File: src/inc/asp_pkg.sv
// Shared constants and types of the async serial port.
// Assumes an 8-bit special-function-register bus on one clock.
package asp_pkg;
  // ****************************************
  // Register addresses and reset values
  // ****************************************
  localparam logic [7:0] ASP_ADDR_CTRL  = 8'h98; // Control register
  localparam logic [7:0] ASP_ADDR_DATA  = 8'h99; // Data buffer
  localparam logic [7:0] ASP_CTRL_RESET = 8'h40; // Bit 6 reads one
  localparam logic [7:0] ASP_DATA_RESET = 8'h00; // Data buffer reset

  // ****************************************
  // Control register field positions
  // ****************************************
  localparam int ASP_BIT_MODE  = 7; // Frame width select
  localparam int ASP_BIT_FIXED = 6; // Unimplemented, reads one
  localparam int ASP_BIT_MCE   = 5; // Multidrop filter enable
  localparam int ASP_BIT_REN   = 4; // Receive enable
  localparam int ASP_BIT_TB8   = 3; // Transmit ninth bit
  localparam int ASP_BIT_RB8   = 2; // Receive ninth bit
  localparam int ASP_BIT_TI    = 1; // Transmit done flag
  localparam int ASP_BIT_RI    = 0; // Receive done flag

  // ****************************************
  // Sequencer states
  // ****************************************
  typedef enum logic [2:0] {ASP_TX_IDLE, ASP_TX_WAIT, ASP_TX_START,
                            ASP_TX_DATA, ASP_TX_NINTH, ASP_TX_STOP} asp_tx_state_t;
  typedef enum logic [2:0] {ASP_RX_IDLE, ASP_RX_START, ASP_RX_DATA,
                            ASP_RX_NINTH, ASP_RX_STOP} asp_rx_state_t;
endpackage

File: src/inc/asp_rx_if.sv
// Link between the register logic and the receive sequencer.
// Assumes both ends run on the same system clock.
`timescale 1ns/1ps
`default_nettype none
interface asp_rx_if;
  logic       enable;        // Reception permitted
  logic       nine_bit_mode; // Ninth bit present in frame
  logic       frame_done;    // One-cycle pulse at stop sample
  logic [7:0] data;          // Received byte
  logic       ninth;         // Received ninth bit
  logic       stop;          // Received stop bit level
  modport rcv (input enable, nine_bit_mode, output frame_done, data, ninth, stop);
  modport ctl (output enable, nine_bit_mode, input frame_done, data, ninth, stop);
endinterface
`default_nettype wire

File: src/design/asp_rx.sv
// Receive sequencer of the async serial port.
// Assumes a synchronised line and a timer overflow pulse on the same clock.
`timescale 1ns/1ps
`default_nettype none
module asp_rx
  import asp_pkg::*;
(
  input  wire logic mclk_in,     // System clock
  input  wire logic srst_in,     // Synchronous reset
  input  wire logic rx_line_in,  // Synchronised receive line
  input  wire logic baud_ovf_in, // Timer overflow pulse
  asp_rx_if.rcv     rx_bus       // Results to register logic
);
  // ****************************************
  // State
  // ****************************************
  typedef struct packed {
    asp_rx_state_t state;     // Sequencer state
    logic          phase;     // Overflow halving phase
    logic [2:0]    cnt;       // Data bit count
    logic [7:0]    shift;     // Incoming byte, LSB first
    logic          ninth;     // Ninth bit sample
    logic          stop;      // Stop bit sample
    logic          done;      // Frame complete pulse
    logic          line_prev; // Line one cycle ago
  } asp_rx_reg_t;

  asp_rx_reg_t s;      // Current state
  asp_rx_reg_t next_s; // Next state
  logic        tick;   // Bit sample instant

  // Sample on every second overflow
  assign tick = baud_ovf_in && s.phase; // see RULE17

  // Next-state logic
  always_comb begin
    next_s = s;
    next_s.done = 1'b0;
    next_s.line_prev = rx_line_in;
    if (baud_ovf_in) begin
      next_s.phase = ~s.phase;
    end
    unique case (s.state)
      ASP_RX_IDLE: begin
        // Falling edge reloads bit timer, half a bit to centre
        if (rx_bus.enable && s.line_prev && !rx_line_in) begin // see RULE5
          next_s.state = ASP_RX_START;
          next_s.phase = 1'b1; // see RULE17
        end
      end
      ASP_RX_START: begin
        // Line high again at mid start bit: a glitch
        if (tick) begin
          next_s.state = rx_line_in ? ASP_RX_IDLE : ASP_RX_DATA; // see RULE18
          next_s.cnt = 3'h0;
        end
      end
      ASP_RX_DATA: begin
        // Eight data bits, least significant first
        if (tick) begin
          next_s.shift = {rx_line_in, s.shift[7:1]}; // see RULE15
          next_s.cnt = s.cnt + 3'h1;
          if (s.cnt == 3'h7) begin
            next_s.state = rx_bus.nine_bit_mode ? ASP_RX_NINTH : ASP_RX_STOP;
          end
        end
      end
      ASP_RX_NINTH: begin
        // Ninth bit before stop
        if (tick) begin
          next_s.ninth = rx_line_in;
          next_s.state = ASP_RX_STOP;
        end
      end
      ASP_RX_STOP: begin
        // Stop sample closes the frame
        if (tick) begin
          next_s.stop = rx_line_in;
          next_s.done = 1'b1; // see RULE10
          next_s.state = ASP_RX_IDLE;
        end
      end
    endcase
  end

  // State register
  always_ff @(posedge mclk_in) begin
    if (srst_in) begin
      s <= '{state: ASP_RX_IDLE, phase: 1'b0, cnt: 3'h0, shift: 8'h00,
             ninth: 1'b0, stop: 1'b1, done: 1'b0, line_prev: 1'b1};
    end else begin
      s <= next_s;
    end
  end

  // Results out
  assign rx_bus.frame_done = s.done;
  assign rx_bus.data = s.shift;
  assign rx_bus.ninth = s.ninth;
  assign rx_bus.stop = s.stop;
endmodule
`default_nettype wire

File: src/design/asp_top.sv
// Control and data registers with transmit sequencer of the async serial port.
// Assumes an 8-bit register bus and a timer overflow pulse on mclk_in.
//
// What this block does
// RULE1 - Bit 7 selects 8-bit or 9-bit frames
// RULE2 - Control bit 6 reads one, ignores writes
// RULE3 - 8-bit filter accepts only high stop bit
// RULE4 - 9-bit filter accepts only ninth bit one
// RULE5 - Receive enable bit gates new frames
// RULE6 - Transmit ninth bit sent in 9-bit mode
// RULE7 - Receive ninth bit captures stop or ninth
// RULE8 - Transmit done set entering stop bit
// RULE9 - Done flags cleared only by software
// RULE10 - Receive done set at stop sample
// RULE11 - Set flag raises enabled interrupt request
// RULE12 - Data write loads and starts transmission
// RULE13 - Data read returns receive latch only
// RULE14 - Separate transmit and receive storage, one address
// RULE15 - Start, eight bits LSB first, stop
// RULE16 - Load only if receive done clear, filter passes
// RULE17 - Bit time is two overflows, start reloads
// RULE18 - Receive line synchronised before use
`timescale 1ns/1ps
`default_nettype none
module asp_top
  import asp_pkg::*;
(
  input  wire logic       mclk_in,       // System clock, 250 MHz
  input  wire logic       srst_in,       // Synchronous reset, active high
  input  wire logic [7:0] sfr_addr_in,   // Register address
  input  wire logic       sfr_wr_in,     // Write strobe
  input  wire logic       sfr_rd_in,     // Read strobe
  input  wire logic [7:0] sfr_wdata_in,  // Write data
  output logic      [7:0] sfr_rdata_out, // Read data, one cycle later
  input  wire logic       baud_ovf_in,   // Timer overflow pulse
  input  wire logic       int_enable_in, // Port interrupt enable
  input  wire logic       rx_pin_in,     // Receive pin
  output logic            tx_pin_out,    // Transmit pin
  output logic            irq_out        // Interrupt request
);
  // ****************************************
  // State
  // ****************************************
  typedef struct packed {
    logic          rx_meta;  // Synchroniser first stage
    logic          rx_sync;  // Synchroniser second stage
    logic          mode;     // Frame width select
    logic          mce;      // Multidrop filter enable
    logic          ren;      // Receive enable
    logic          tb8;      // Transmit ninth bit
    logic          rb8;      // Receive ninth bit
    logic          ti;       // Transmit done flag
    logic          ri;       // Receive done flag
    logic [7:0]    rx_latch; // Receive latch
    logic [7:0]    tx_shift; // Transmit shift register
    asp_tx_state_t tx_state; // Transmit sequencer
    logic          tx_half;  // Overflow halving phase
    logic [2:0]    tx_cnt;   // Data bit count
    logic          tx_line;  // Transmit pin level
    logic [7:0]    rdata;    // Read data
  } asp_top_reg_t;

  asp_top_reg_t s;       // Current state
  asp_top_reg_t next_s;  // Next state
  asp_rx_if     rx_bus (); // Receiver link
  logic         tx_tick;   // Transmit bit boundary
  logic         wr_ctrl;   // Control write
  logic         wr_data;   // Data write
  logic         accept;    // Received frame passes filter

  // Control register as software sees it
  function automatic logic [7:0] asp_ctrl_view(input asp_top_reg_t r);
    logic [7:0] v;
    v = ASP_CTRL_RESET; // see RULE2
    v[ASP_BIT_MODE] = r.mode;
    v[ASP_BIT_MCE] = r.mce;
    v[ASP_BIT_REN] = r.ren;
    v[ASP_BIT_TB8] = r.tb8;
    v[ASP_BIT_RB8] = r.rb8;
    v[ASP_BIT_TI] = r.ti;
    v[ASP_BIT_RI] = r.ri;
    return v;
  endfunction

  // ****************************************
  // Receiver
  // ****************************************
  asp_rx u_rx (
    .mclk_in     (mclk_in),
    .srst_in     (srst_in),
    .rx_line_in  (s.rx_sync), // see RULE18
    .baud_ovf_in (baud_ovf_in),
    .rx_bus      (rx_bus.rcv)
  );
  assign rx_bus.enable = s.ren; // see RULE5
  assign rx_bus.nine_bit_mode = s.mode; // see RULE1

  // Decodes and frame filter
  assign wr_ctrl = sfr_wr_in && (sfr_addr_in == ASP_ADDR_CTRL);
  assign wr_data = sfr_wr_in && (sfr_addr_in == ASP_ADDR_DATA);
  assign tx_tick = baud_ovf_in && s.tx_half; // see RULE17
  // Stop bit checked in 8-bit mode, ninth bit in 9-bit mode
  assign accept = !s.ri && (!s.mce || (s.mode ? rx_bus.ninth : rx_bus.stop)); // see RULE3 see RULE4 see RULE16

  // ****************************************
  // Next-state logic
  // ****************************************
  always_comb begin
    next_s = s;
    // Two-stage pin synchroniser
    next_s.rx_meta = rx_pin_in;
    next_s.rx_sync = s.rx_meta;
    if (baud_ovf_in) begin
      next_s.tx_half = ~s.tx_half;
    end
    // Software writes; bit 6 is not stored
    if (wr_ctrl) begin
      next_s.mode = sfr_wdata_in[ASP_BIT_MODE];
      next_s.mce = sfr_wdata_in[ASP_BIT_MCE];
      next_s.ren = sfr_wdata_in[ASP_BIT_REN];
      next_s.tb8 = sfr_wdata_in[ASP_BIT_TB8];
      next_s.rb8 = sfr_wdata_in[ASP_BIT_RB8];
      next_s.ti = sfr_wdata_in[ASP_BIT_TI]; // see RULE9
      next_s.ri = sfr_wdata_in[ASP_BIT_RI]; // see RULE9
    end
    // Register reads; unmapped addresses read zero
    if (sfr_rd_in) begin
      if (sfr_addr_in == ASP_ADDR_CTRL) begin
        next_s.rdata = asp_ctrl_view(s);
      end else if (sfr_addr_in == ASP_ADDR_DATA) begin
        next_s.rdata = s.rx_latch; // see RULE13 see RULE14
      end else begin
        next_s.rdata = 8'h00;
      end
    end
    // Accepted frame: hardware set wins over software clear
    if (rx_bus.frame_done && accept) begin
      next_s.rx_latch = rx_bus.data; // see RULE16
      next_s.rb8 = s.mode ? rx_bus.ninth : rx_bus.stop; // see RULE7
      next_s.ri = 1'b1; // see RULE10
    end
    // Transmit sequencer
    unique case (s.tx_state)
      ASP_TX_IDLE: begin
        // Write loads shift register and starts frame
        next_s.tx_line = 1'b1;
        if (wr_data) begin
          next_s.tx_shift = sfr_wdata_in; // see RULE12 see RULE14
          next_s.tx_state = ASP_TX_WAIT;
        end
      end
      ASP_TX_WAIT: begin
        // Align start bit to a bit boundary
        if (tx_tick) begin
          next_s.tx_line = 1'b0; // see RULE15
          next_s.tx_state = ASP_TX_START;
        end
      end
      ASP_TX_START: begin
        // First data bit after start
        if (tx_tick) begin
          next_s.tx_line = s.tx_shift[0];
          next_s.tx_cnt = 3'h0;
          next_s.tx_state = ASP_TX_DATA;
        end
      end
      ASP_TX_DATA: begin
        // Shift out LSB first
        if (tx_tick) begin
          next_s.tx_shift = {1'b0, s.tx_shift[7:1]};
          next_s.tx_cnt = s.tx_cnt + 3'h1;
          if (s.tx_cnt != 3'h7) begin
            next_s.tx_line = s.tx_shift[1]; // see RULE15
          end else if (s.mode) begin
            next_s.tx_line = s.tb8; // see RULE6
            next_s.tx_state = ASP_TX_NINTH;
          end else begin
            next_s.tx_line = 1'b1;
            next_s.ti = 1'b1; // see RULE8
            next_s.tx_state = ASP_TX_STOP;
          end
        end
      end
      ASP_TX_NINTH: begin
        // Stop bit begins, done flag set
        if (tx_tick) begin
          next_s.tx_line = 1'b1;
          next_s.ti = 1'b1; // see RULE8
          next_s.tx_state = ASP_TX_STOP;
        end
      end
      ASP_TX_STOP: begin
        // Stop bit lasts one bit time
        if (tx_tick) begin
          next_s.tx_state = ASP_TX_IDLE;
        end
      end
    endcase
  end

  // State register
  always_ff @(posedge mclk_in) begin
    if (srst_in) begin
      s <= '{rx_meta: 1'b1, rx_sync: 1'b1, mode: 1'b0, mce: 1'b0, ren: 1'b0,
             tb8: 1'b0, rb8: 1'b0, ti: 1'b0, ri: 1'b0, rx_latch: ASP_DATA_RESET,
             tx_shift: ASP_DATA_RESET, tx_state: ASP_TX_IDLE, tx_half: 1'b0,
             tx_cnt: 3'h0, tx_line: 1'b1, rdata: 8'h00};
    end else begin
      s <= next_s;
    end
  end

  // ****************************************
  // Outputs
  // ****************************************
  assign sfr_rdata_out = s.rdata;
  assign tx_pin_out = s.tx_line;
  assign irq_out = int_enable_in && (s.ti || s.ri); // see RULE11
endmodule
`default_nettype wire

File: config.mk
export PLATFORM = sky130hd
export DESIGN_NAME = asp_top
export DESIGN_NICKNAME = d
export VERILOG_FILES = /design/src/inc/asp_pkg.sv /design/src/inc/asp_rx_if.sv /design/src/design/asp_rx.sv /design/src/design/asp_top.sv
export SDC_FILE = /design/constraint.sdc
export NUM_CORES = 1
export LEC_CHECK = 0
export BUFFER_PORTS_ARGS = -buffer_cell sky130_fd_sc_hd__buf_2
export CORE_MARGIN = 1
export CORE_UTILIZATION = 56
export CTS_CLUSTER_DIAMETER = 150
export DETAILED_ROUTE_END_ITERATION = 10
export MAX_ROUTING_LAYER = met4
export PLACE_DENSITY = 0.76
export SLEW_MARGIN = 40
export SYNTH_ARGS = -nofsm -noshare
export SYNTH_HDL_FRONTEND = slang
export SYNTH_HIERARCHICAL = 1
export SYNTH_SLANG_ARGS = --single-unit
File: constraint.sdc
create_clock -name mclk_in -period 2.1 [get_ports mclk_in]
set_input_delay 0.105 -clock mclk_in [delete_from_list [all_inputs] [get_ports mclk_in]]
set_output_delay 0.105 -clock mclk_in [all_outputs]
set_load 0.1 [all_outputs]
* Yosys cells after proc, flatten, opt, wreduce, memory -nomap -nowiden
Cells that the tools add are included.
** Storage, ports and cells
- Register bits :: 60
- Input port bits :: 23
- Output and inout bits :: 10
- Word-level logic and storage cells :: 129
** Cells by class
- Add/sub/neg operators :: 2
- Equal/unequal tests :: 26
- Mux-type cells :: 43
- Bitwise gates (word level) :: 3
- Reduce and logical (&&, ||, !) cells :: 31
** Operators with widths (number)
- 2-to-1 mux 3 bit :: 12
- 2-to-1 mux 11 bit :: 3
- one-hot mux 3 bit (6 select lines) :: 1
- == test 8 bit (second input constant) :: 2
- 2-to-1 mux 8 bit :: 2
- one-hot mux 8 bit (2 select lines) :: 1
- one-hot mux 3 bit (5 select lines) :: 1
- 2-to-1 mux 1 bit :: 14
- != test 2 bit (second input constant) :: 7
- == test 3 x 2 -> 1 bit (second input constant) :: 4
- == test 3 bit (second input constant) :: 4
- 2-to-1 mux 4 bit :: 3
- != test 2 x 1 -> 1 bit (second input constant) :: 6
- one-hot mux 3 bit (2 select lines) :: 2
- logical AND 1 bit :: 9
- 2-to-1 mux 9 bit :: 1
- AND reduction 3 bit :: 3
- nonzero test 2 bit :: 4
- AND reduction 7 bit :: 1
- adder 3 x 1 -> 3 bit (second input constant) :: 2
- == test 3 x 1 -> 1 bit (second input constant) :: 2
- zero test 3 bit :: 2
- AND reduction 2 bit :: 3
- AND reduction 6 bit :: 1
- 10 further kinds :: 15

* Longest topological paths before layout
- Word-level depth :: 7
- Depth in mapped cells :: 6

* Hierarchy
The synthesis kept the hierarchy.
** By module, submodules not included
- asp_top :: instances 1, cells each 235, area an instance 2130.8 um^2, seq. area each 820.8 um^2
- asp_rx :: instances 1, cells each 100, area an instance 949.7 um^2, seq. area each 380.4 um^2

* Worst setup path before layout
OpenSTA, ideal clock, no wires.
- Path kind :: reg-to-reg
- Start :: register s[13] (netlist name)
- End :: register s[17] (netlist name)
- Setup time :: 0.135 ns
- Arrival time :: 1.547 ns
- Required time :: 1.965 ns
- Path slack :: 0.418 ns
- Cell stages (with the launch flop) :: 7
- Period minus slack after synthesis :: 1.682 ns
- Cells stage by stage :: dfxtp_1 or3_1 or4_4 buf_6 buf_12 a21oi_1 a311oi_2
** On the way
- Word-level cells in the longest chain between the ends :: 3
- Elaborated cells on any way between the ends :: 7
- Those cells by class :: eq/ne (3); mux (1); reduce/logical (3)
** RTL lines
- start, declared :: line asp_top.sv:63 : asp_top_reg_t s;
- start signal, assigned :: line asp_top.sv:204 : s <= '{rx_meta: 1'b1, rx_sync: 1'b1, mode: 1'b0, mce: 1'b0, ren: 1'b0,
- start signal, assigned :: line asp_top.sv:209 : s <= next_s;
- == test 3 x 2 -> 1 bit or zero test 3 bit (tied branches) :: line asp_top.sv:143 : unique case (s.tx_state)
- != test 2 bit (no source line) or nonzero test 2 bit (tied branches)
- AND reduction 3 bit (no source line)
Several ways; a longest one is shown, not always the timed one.
A chain may end at the register's enable or synchronous reset.

* Worst setup path after layout
- Start :: register s[15] (netlist name)
- End :: register s[18] (netlist name)
The elaborated chain is that of the path after synthesis.

==> run_results.csv <==
group,metric,value,unit
global_routing,grt_pass1_wl,10500,µm
cells_and_area,post-route-util,0.651,
cells_and_area,antenna_cells_inserted,0,
critical_path,worstPathRequired,2.31,ns
global_routing,grt.busiest_layer,"met2",
cells_and_area,layout.area.seq,1200,µm²
sta,slew_headroom,0.677,
clocking,clk_latency,0.34,ns
global_routing,grtUsageTotal,0.235,
logic_synthesis,postSynthAreaPerCell,9.20,µm²
global_routing,global_route.usage.met2,0.370,
critical_path,timing_worst_setup_path_type,"reg2reg",
floorplan,core-area,5200,µm²
route,avgViaCountPerCell,5.79,
clocking,post_cts.resized_instances,0,
hold_path,worst_hold_path_type,"in2reg",
clocking,clkSinkCount,60,
critical_path,worst_setup_path_start_kind,"flip-flop",
route,routed-via-count,2436,
sta,rsz0062_at_grt,"no",
sta,transition_at_the_pin_with_the_smallest_max_transition_slack,0.487,ns
global_routing,gr-usage-met3,0.0467,
floorplan,fp.dieH,76.2,µm
global_routing,first_global_vias,2246,
logic_synthesis,post_synth_edffs,0,
global_routing,grt_overflow,0,
sta,setup_viol,0,
placement,place.port_buffers,32,
route,routed_wirelength,6160,µm
logic_synthesis,number_of_standard_cells_after_synthesis,335,
sta,finalMaxSlewViolations,0,
sta,fin_skew,0.00628,ns
logic_synthesis,synthesis.yosys.warnings,6,
sta,final_min_period_over_clock_period,0.827,
route,post-route-drc-count,0,
route,drt_first_pass_iters,4,
global_routing,grt_antenna_before_repair,0,
logic_synthesis,synth_nets,364,
floorplan,floorplan.io_pins,33,
logic_synthesis,synth-main-ff-cell,"sky130_fd_sc_hd__dfxtp_1",
cells_and_area,multi_input_gate_area_in_the_final_layout,1580,µm²
clocking,clk_path_buf_depth,2,
sta,time_the_worst_path_needs_with_i_o_delays_and_setup,1.74,ns
route,drt-initial-drc-count,139,
clocking,cts_inserted_buffers,9,
hold_path,worstHoldPathCells,3,
pwr,power_per_unit_of_standard_cell_area,723,nW/µm²
floorplan,area_of_the_die,5800,µm²
cells_and_area,fillerInstances,432,
pwr,total_leakage_power,0.00129,µW
job,drv_cap,0,
sta,fmax,576,MHz
floorplan,die-width,76.2,µm
global_routing,use_met1,0.295,
logic_synthesis,ys_async_sr_fraction,0,
route,final_antenna_net_count,0,
sta,final-hold-violation-count,0,
critical_path,timing.critical_path.arrival,1.94,ns
pwr,irDropWorstVdd,0.527,mV
logic_synthesis,yosys.cell_types.count,51,
clocking,postCtsSetupBuffers,0,
sta,worst_hold_slack,0.0374,ns
clocking,number_of_levels_the_h_tree_was_split_into,3,
status,outcome,"finished clean",
logic_synthesis,synth_area,3080,µm²
clocking,cts-hold-fix-buffers,1,
logic_synthesis,synth-seq-area-share,0.390,
floorplan,std_cell_rows,26,
floorplan,initial_core_util,0.592,
clocking,cts_root_buffer,"sky130_fd_sc_hd__clkbuf_8",
cells_and_area,areaGrowthSynthToFinish,10.1,%
critical_path,cp_max_fo,16,
logic_synthesis,synth-seq-cells,60,
route,drt-wirelength-per-cell,14.6,µm
critical_path,r2r_cells,4,
placement,dp_hpwl,4250,µm
clocking,tritoncts,"yes",
critical_path,critical_path.endpoint_type,"flip-flop",
global_routing,grt_start_max_net_pins,41,
cells_and_area,drive_gt1_frac,0.248,
cells_and_area,final_net_count,375,
placement,gp_congestion,0.841,
sta,final.setup.tns,0,ns
clocking,cts.clk_slew.worst_paths,0.07,ns
[metal layers]
| metal | wire length, µm | part of all wire | up-vias |
|---|---|---|---|
| li1 | - | - | 1195 |
| met1 | 2820 | 0.46 | 1170 |
| met5 | 0 | 0 | - |
| met4 | 92 | 0.015 | 0 |
| met2 | 2980 | 0.48 | 63 |
| met3 | 267 | 0.043 | 8 |
[power by group]
group / internal, µW / total (µW) / switching (µW)
logic: 43.1 / 101 / 57.8
registers: 1140 / 1150 / 5.67
clock network: 761 / 1200 / 440
[worst max-delay path, stage by stage, from the launching register on]
cell and delay (ns):
sky130_fd_sc_hd__dfxtp_1 0.31, sky130_fd_sc_hd__or3_1 0.35, sky130_fd_sc_hd__or4_4 0.56, sky130_fd_sc_hd__a221oi_2 0.31
sky130_fd_sc_hd__a311oi_2 0.07
[layout make-up]
class | instances | area share
clock buffers | 12 | 0.0487
clock inverters | 4 | 0.0207
inverters | 11 | 0.0122
multi-input cells | 223 | 0.467
flip-flops and latches | 60 | 0.354
well taps | 70 | 0.0258
repair buffers | 41 | 0.0716
[cell families after synthesis]
kind of cell / synth area share
multiplexers: 0.122
flip-flops: 0.390
AO/OA/AOI/OAI: 0.151
XOR/XNOR: 0.00569
buffers and inverters: 0.0963
adder cells (fa/ha/maj): 0.0276
AND/OR/NAND/NOR: 0.208
[cells in the final DEF (no fill, tap or decap), types with 3 or more instances in the layout]
master                      netlist  final
sky130_fd_sc_hd__inv_1           11     11
sky130_fd_sc_hd__nor4_1           3      3
sky130_fd_sc_hd__mux2_2          12     12
sky130_fd_sc_hd__nor2b_1          3      3
sky130_fd_sc_hd__o21ai_0          8      8
sky130_fd_sc_hd__a311oi_1         3      3
sky130_fd_sc_hd__nand2_1         11     11
sky130_fd_sc_hd__nand3_1         17     17
sky130_fd_sc_hd__ha_1             6      6
sky130_fd_sc_hd__a2111oi_0        3      3
sky130_fd_sc_hd__nand2b_1        13     13
sky130_fd_sc_hd__a21oi_1         26     26
sky130_fd_sc_hd__mux2i_1         24     24
sky130_fd_sc_hd__a31oi_1          4      4
sky130_fd_sc_hd__clkbuf_8         0     12
sky130_fd_sc_hd__dfxtp_1         60     60
sky130_fd_sc_hd__nand4b_1         3      3
sky130_fd_sc_hd__a311oi_2         7      7
sky130_fd_sc_hd__or2_2            4      4
sky130_fd_sc_hd__nor2_1          35     35
sky130_fd_sc_hd__nand3b_1         5      5
sky130_fd_sc_hd__and3_1           3      3
sky130_fd_sc_hd__buf_2            5     32
sky130_fd_sc_hd__buf_4           17      7
[state kept, by name, indices dropped and copies added, names as in the netlist]
signal and cells:
s 29, sfr_rdata_out 8, u_rx/rx_bus.data 8, u_rx/s 8
next_s 1, rx_bus.enable 1, rx_bus.nine_bit_mode 1, tx_pin_out 1
u_rx/rx_bus.frame_done 1, u_rx/rx_bus.ninth 1, u_rx/rx_bus.stop 1
[path summary, 6_finish.rpt]
check / start / end / slack [ns]
min reg2reg: next_s[39]$_SDFF_PP1_ / s[39]$_SDFF_PP1_ / 0.41
max: s[15]$_SDFFE_PP0P_ / s[18]$_SDFFE_PP0P_ / 0.36
max reg2reg: s[15]$_SDFFE_PP0P_ / s[18]$_SDFFE_PP0P_ / 0.36
min: sfr_wdata_in[3] / s[35]$_SDFFE_PP0P_ / 0.04
[metrics by stage]
stage,cells,instance area [µm²],power (µW),worst slack [ns]
floorplan,335,3080,1240,0.418
global placement,404,3150,1270,0.349
detailed placement,404,3150,1280,0.309
CTS,421,3390,2480,0.372
global route,421,3390,2540,0.277
finish,421,3390,2450,0.363
[synth_stat cells (2+ instances only)]
library cell,number,area (µm²)
sky130_fd_sc_hd__mux2_2,12,135
sky130_fd_sc_hd__or2_2,4,25.0
sky130_fd_sc_hd__xnor2_1,2,17.5
sky130_fd_sc_hd__clkbuf_1,16,60.1
sky130_fd_sc_hd__nand2b_1,13,81.3
sky130_fd_sc_hd__a2111oi_0,3,26.3
sky130_fd_sc_hd__nand4b_1,3,26.3
sky130_fd_sc_hd__a31oi_1,4,25.0
sky130_fd_sc_hd__a21oi_1,26,130
sky130_fd_sc_hd__nor2b_1,3,18.8
sky130_fd_sc_hd__nor2_1,35,131
sky130_fd_sc_hd__and3_1,3,18.8
sky130_fd_sc_hd__nand2_1,11,41.3
sky130_fd_sc_hd__a211o_1,2,17.5
sky130_fd_sc_hd__mux2i_1,24,240
sky130_fd_sc_hd__nor4_1,3,18.8
sky130_fd_sc_hd__ha_1,6,75.1
sky130_fd_sc_hd__a21o_1,2,15.0
sky130_fd_sc_hd__nand3b_1,5,37.5
sky130_fd_sc_hd__buf_2,5,25.0
sky130_fd_sc_hd__a211oi_1,2,15.0
sky130_fd_sc_hd__dfxtp_1,60,1200
sky130_fd_sc_hd__buf_4,17,128
sky130_fd_sc_hd__o21a_1,2,15.0
sky130_fd_sc_hd__nand3_1,17,85.1
sky130_fd_sc_hd__buf_6,2,22.5
sky130_fd_sc_hd__nor3_1,2,10.0
sky130_fd_sc_hd__o21ai_0,8,40.0
sky130_fd_sc_hd__and3b_1,2,17.5
sky130_fd_sc_hd__and4bb_2,2,25.0
sky130_fd_sc_hd__a311oi_1,3,26.3
sky130_fd_sc_hd__inv_1,11,41.3
sky130_fd_sc_hd__a311oi_2,7,105
Power figures use the tool's default switching activity.
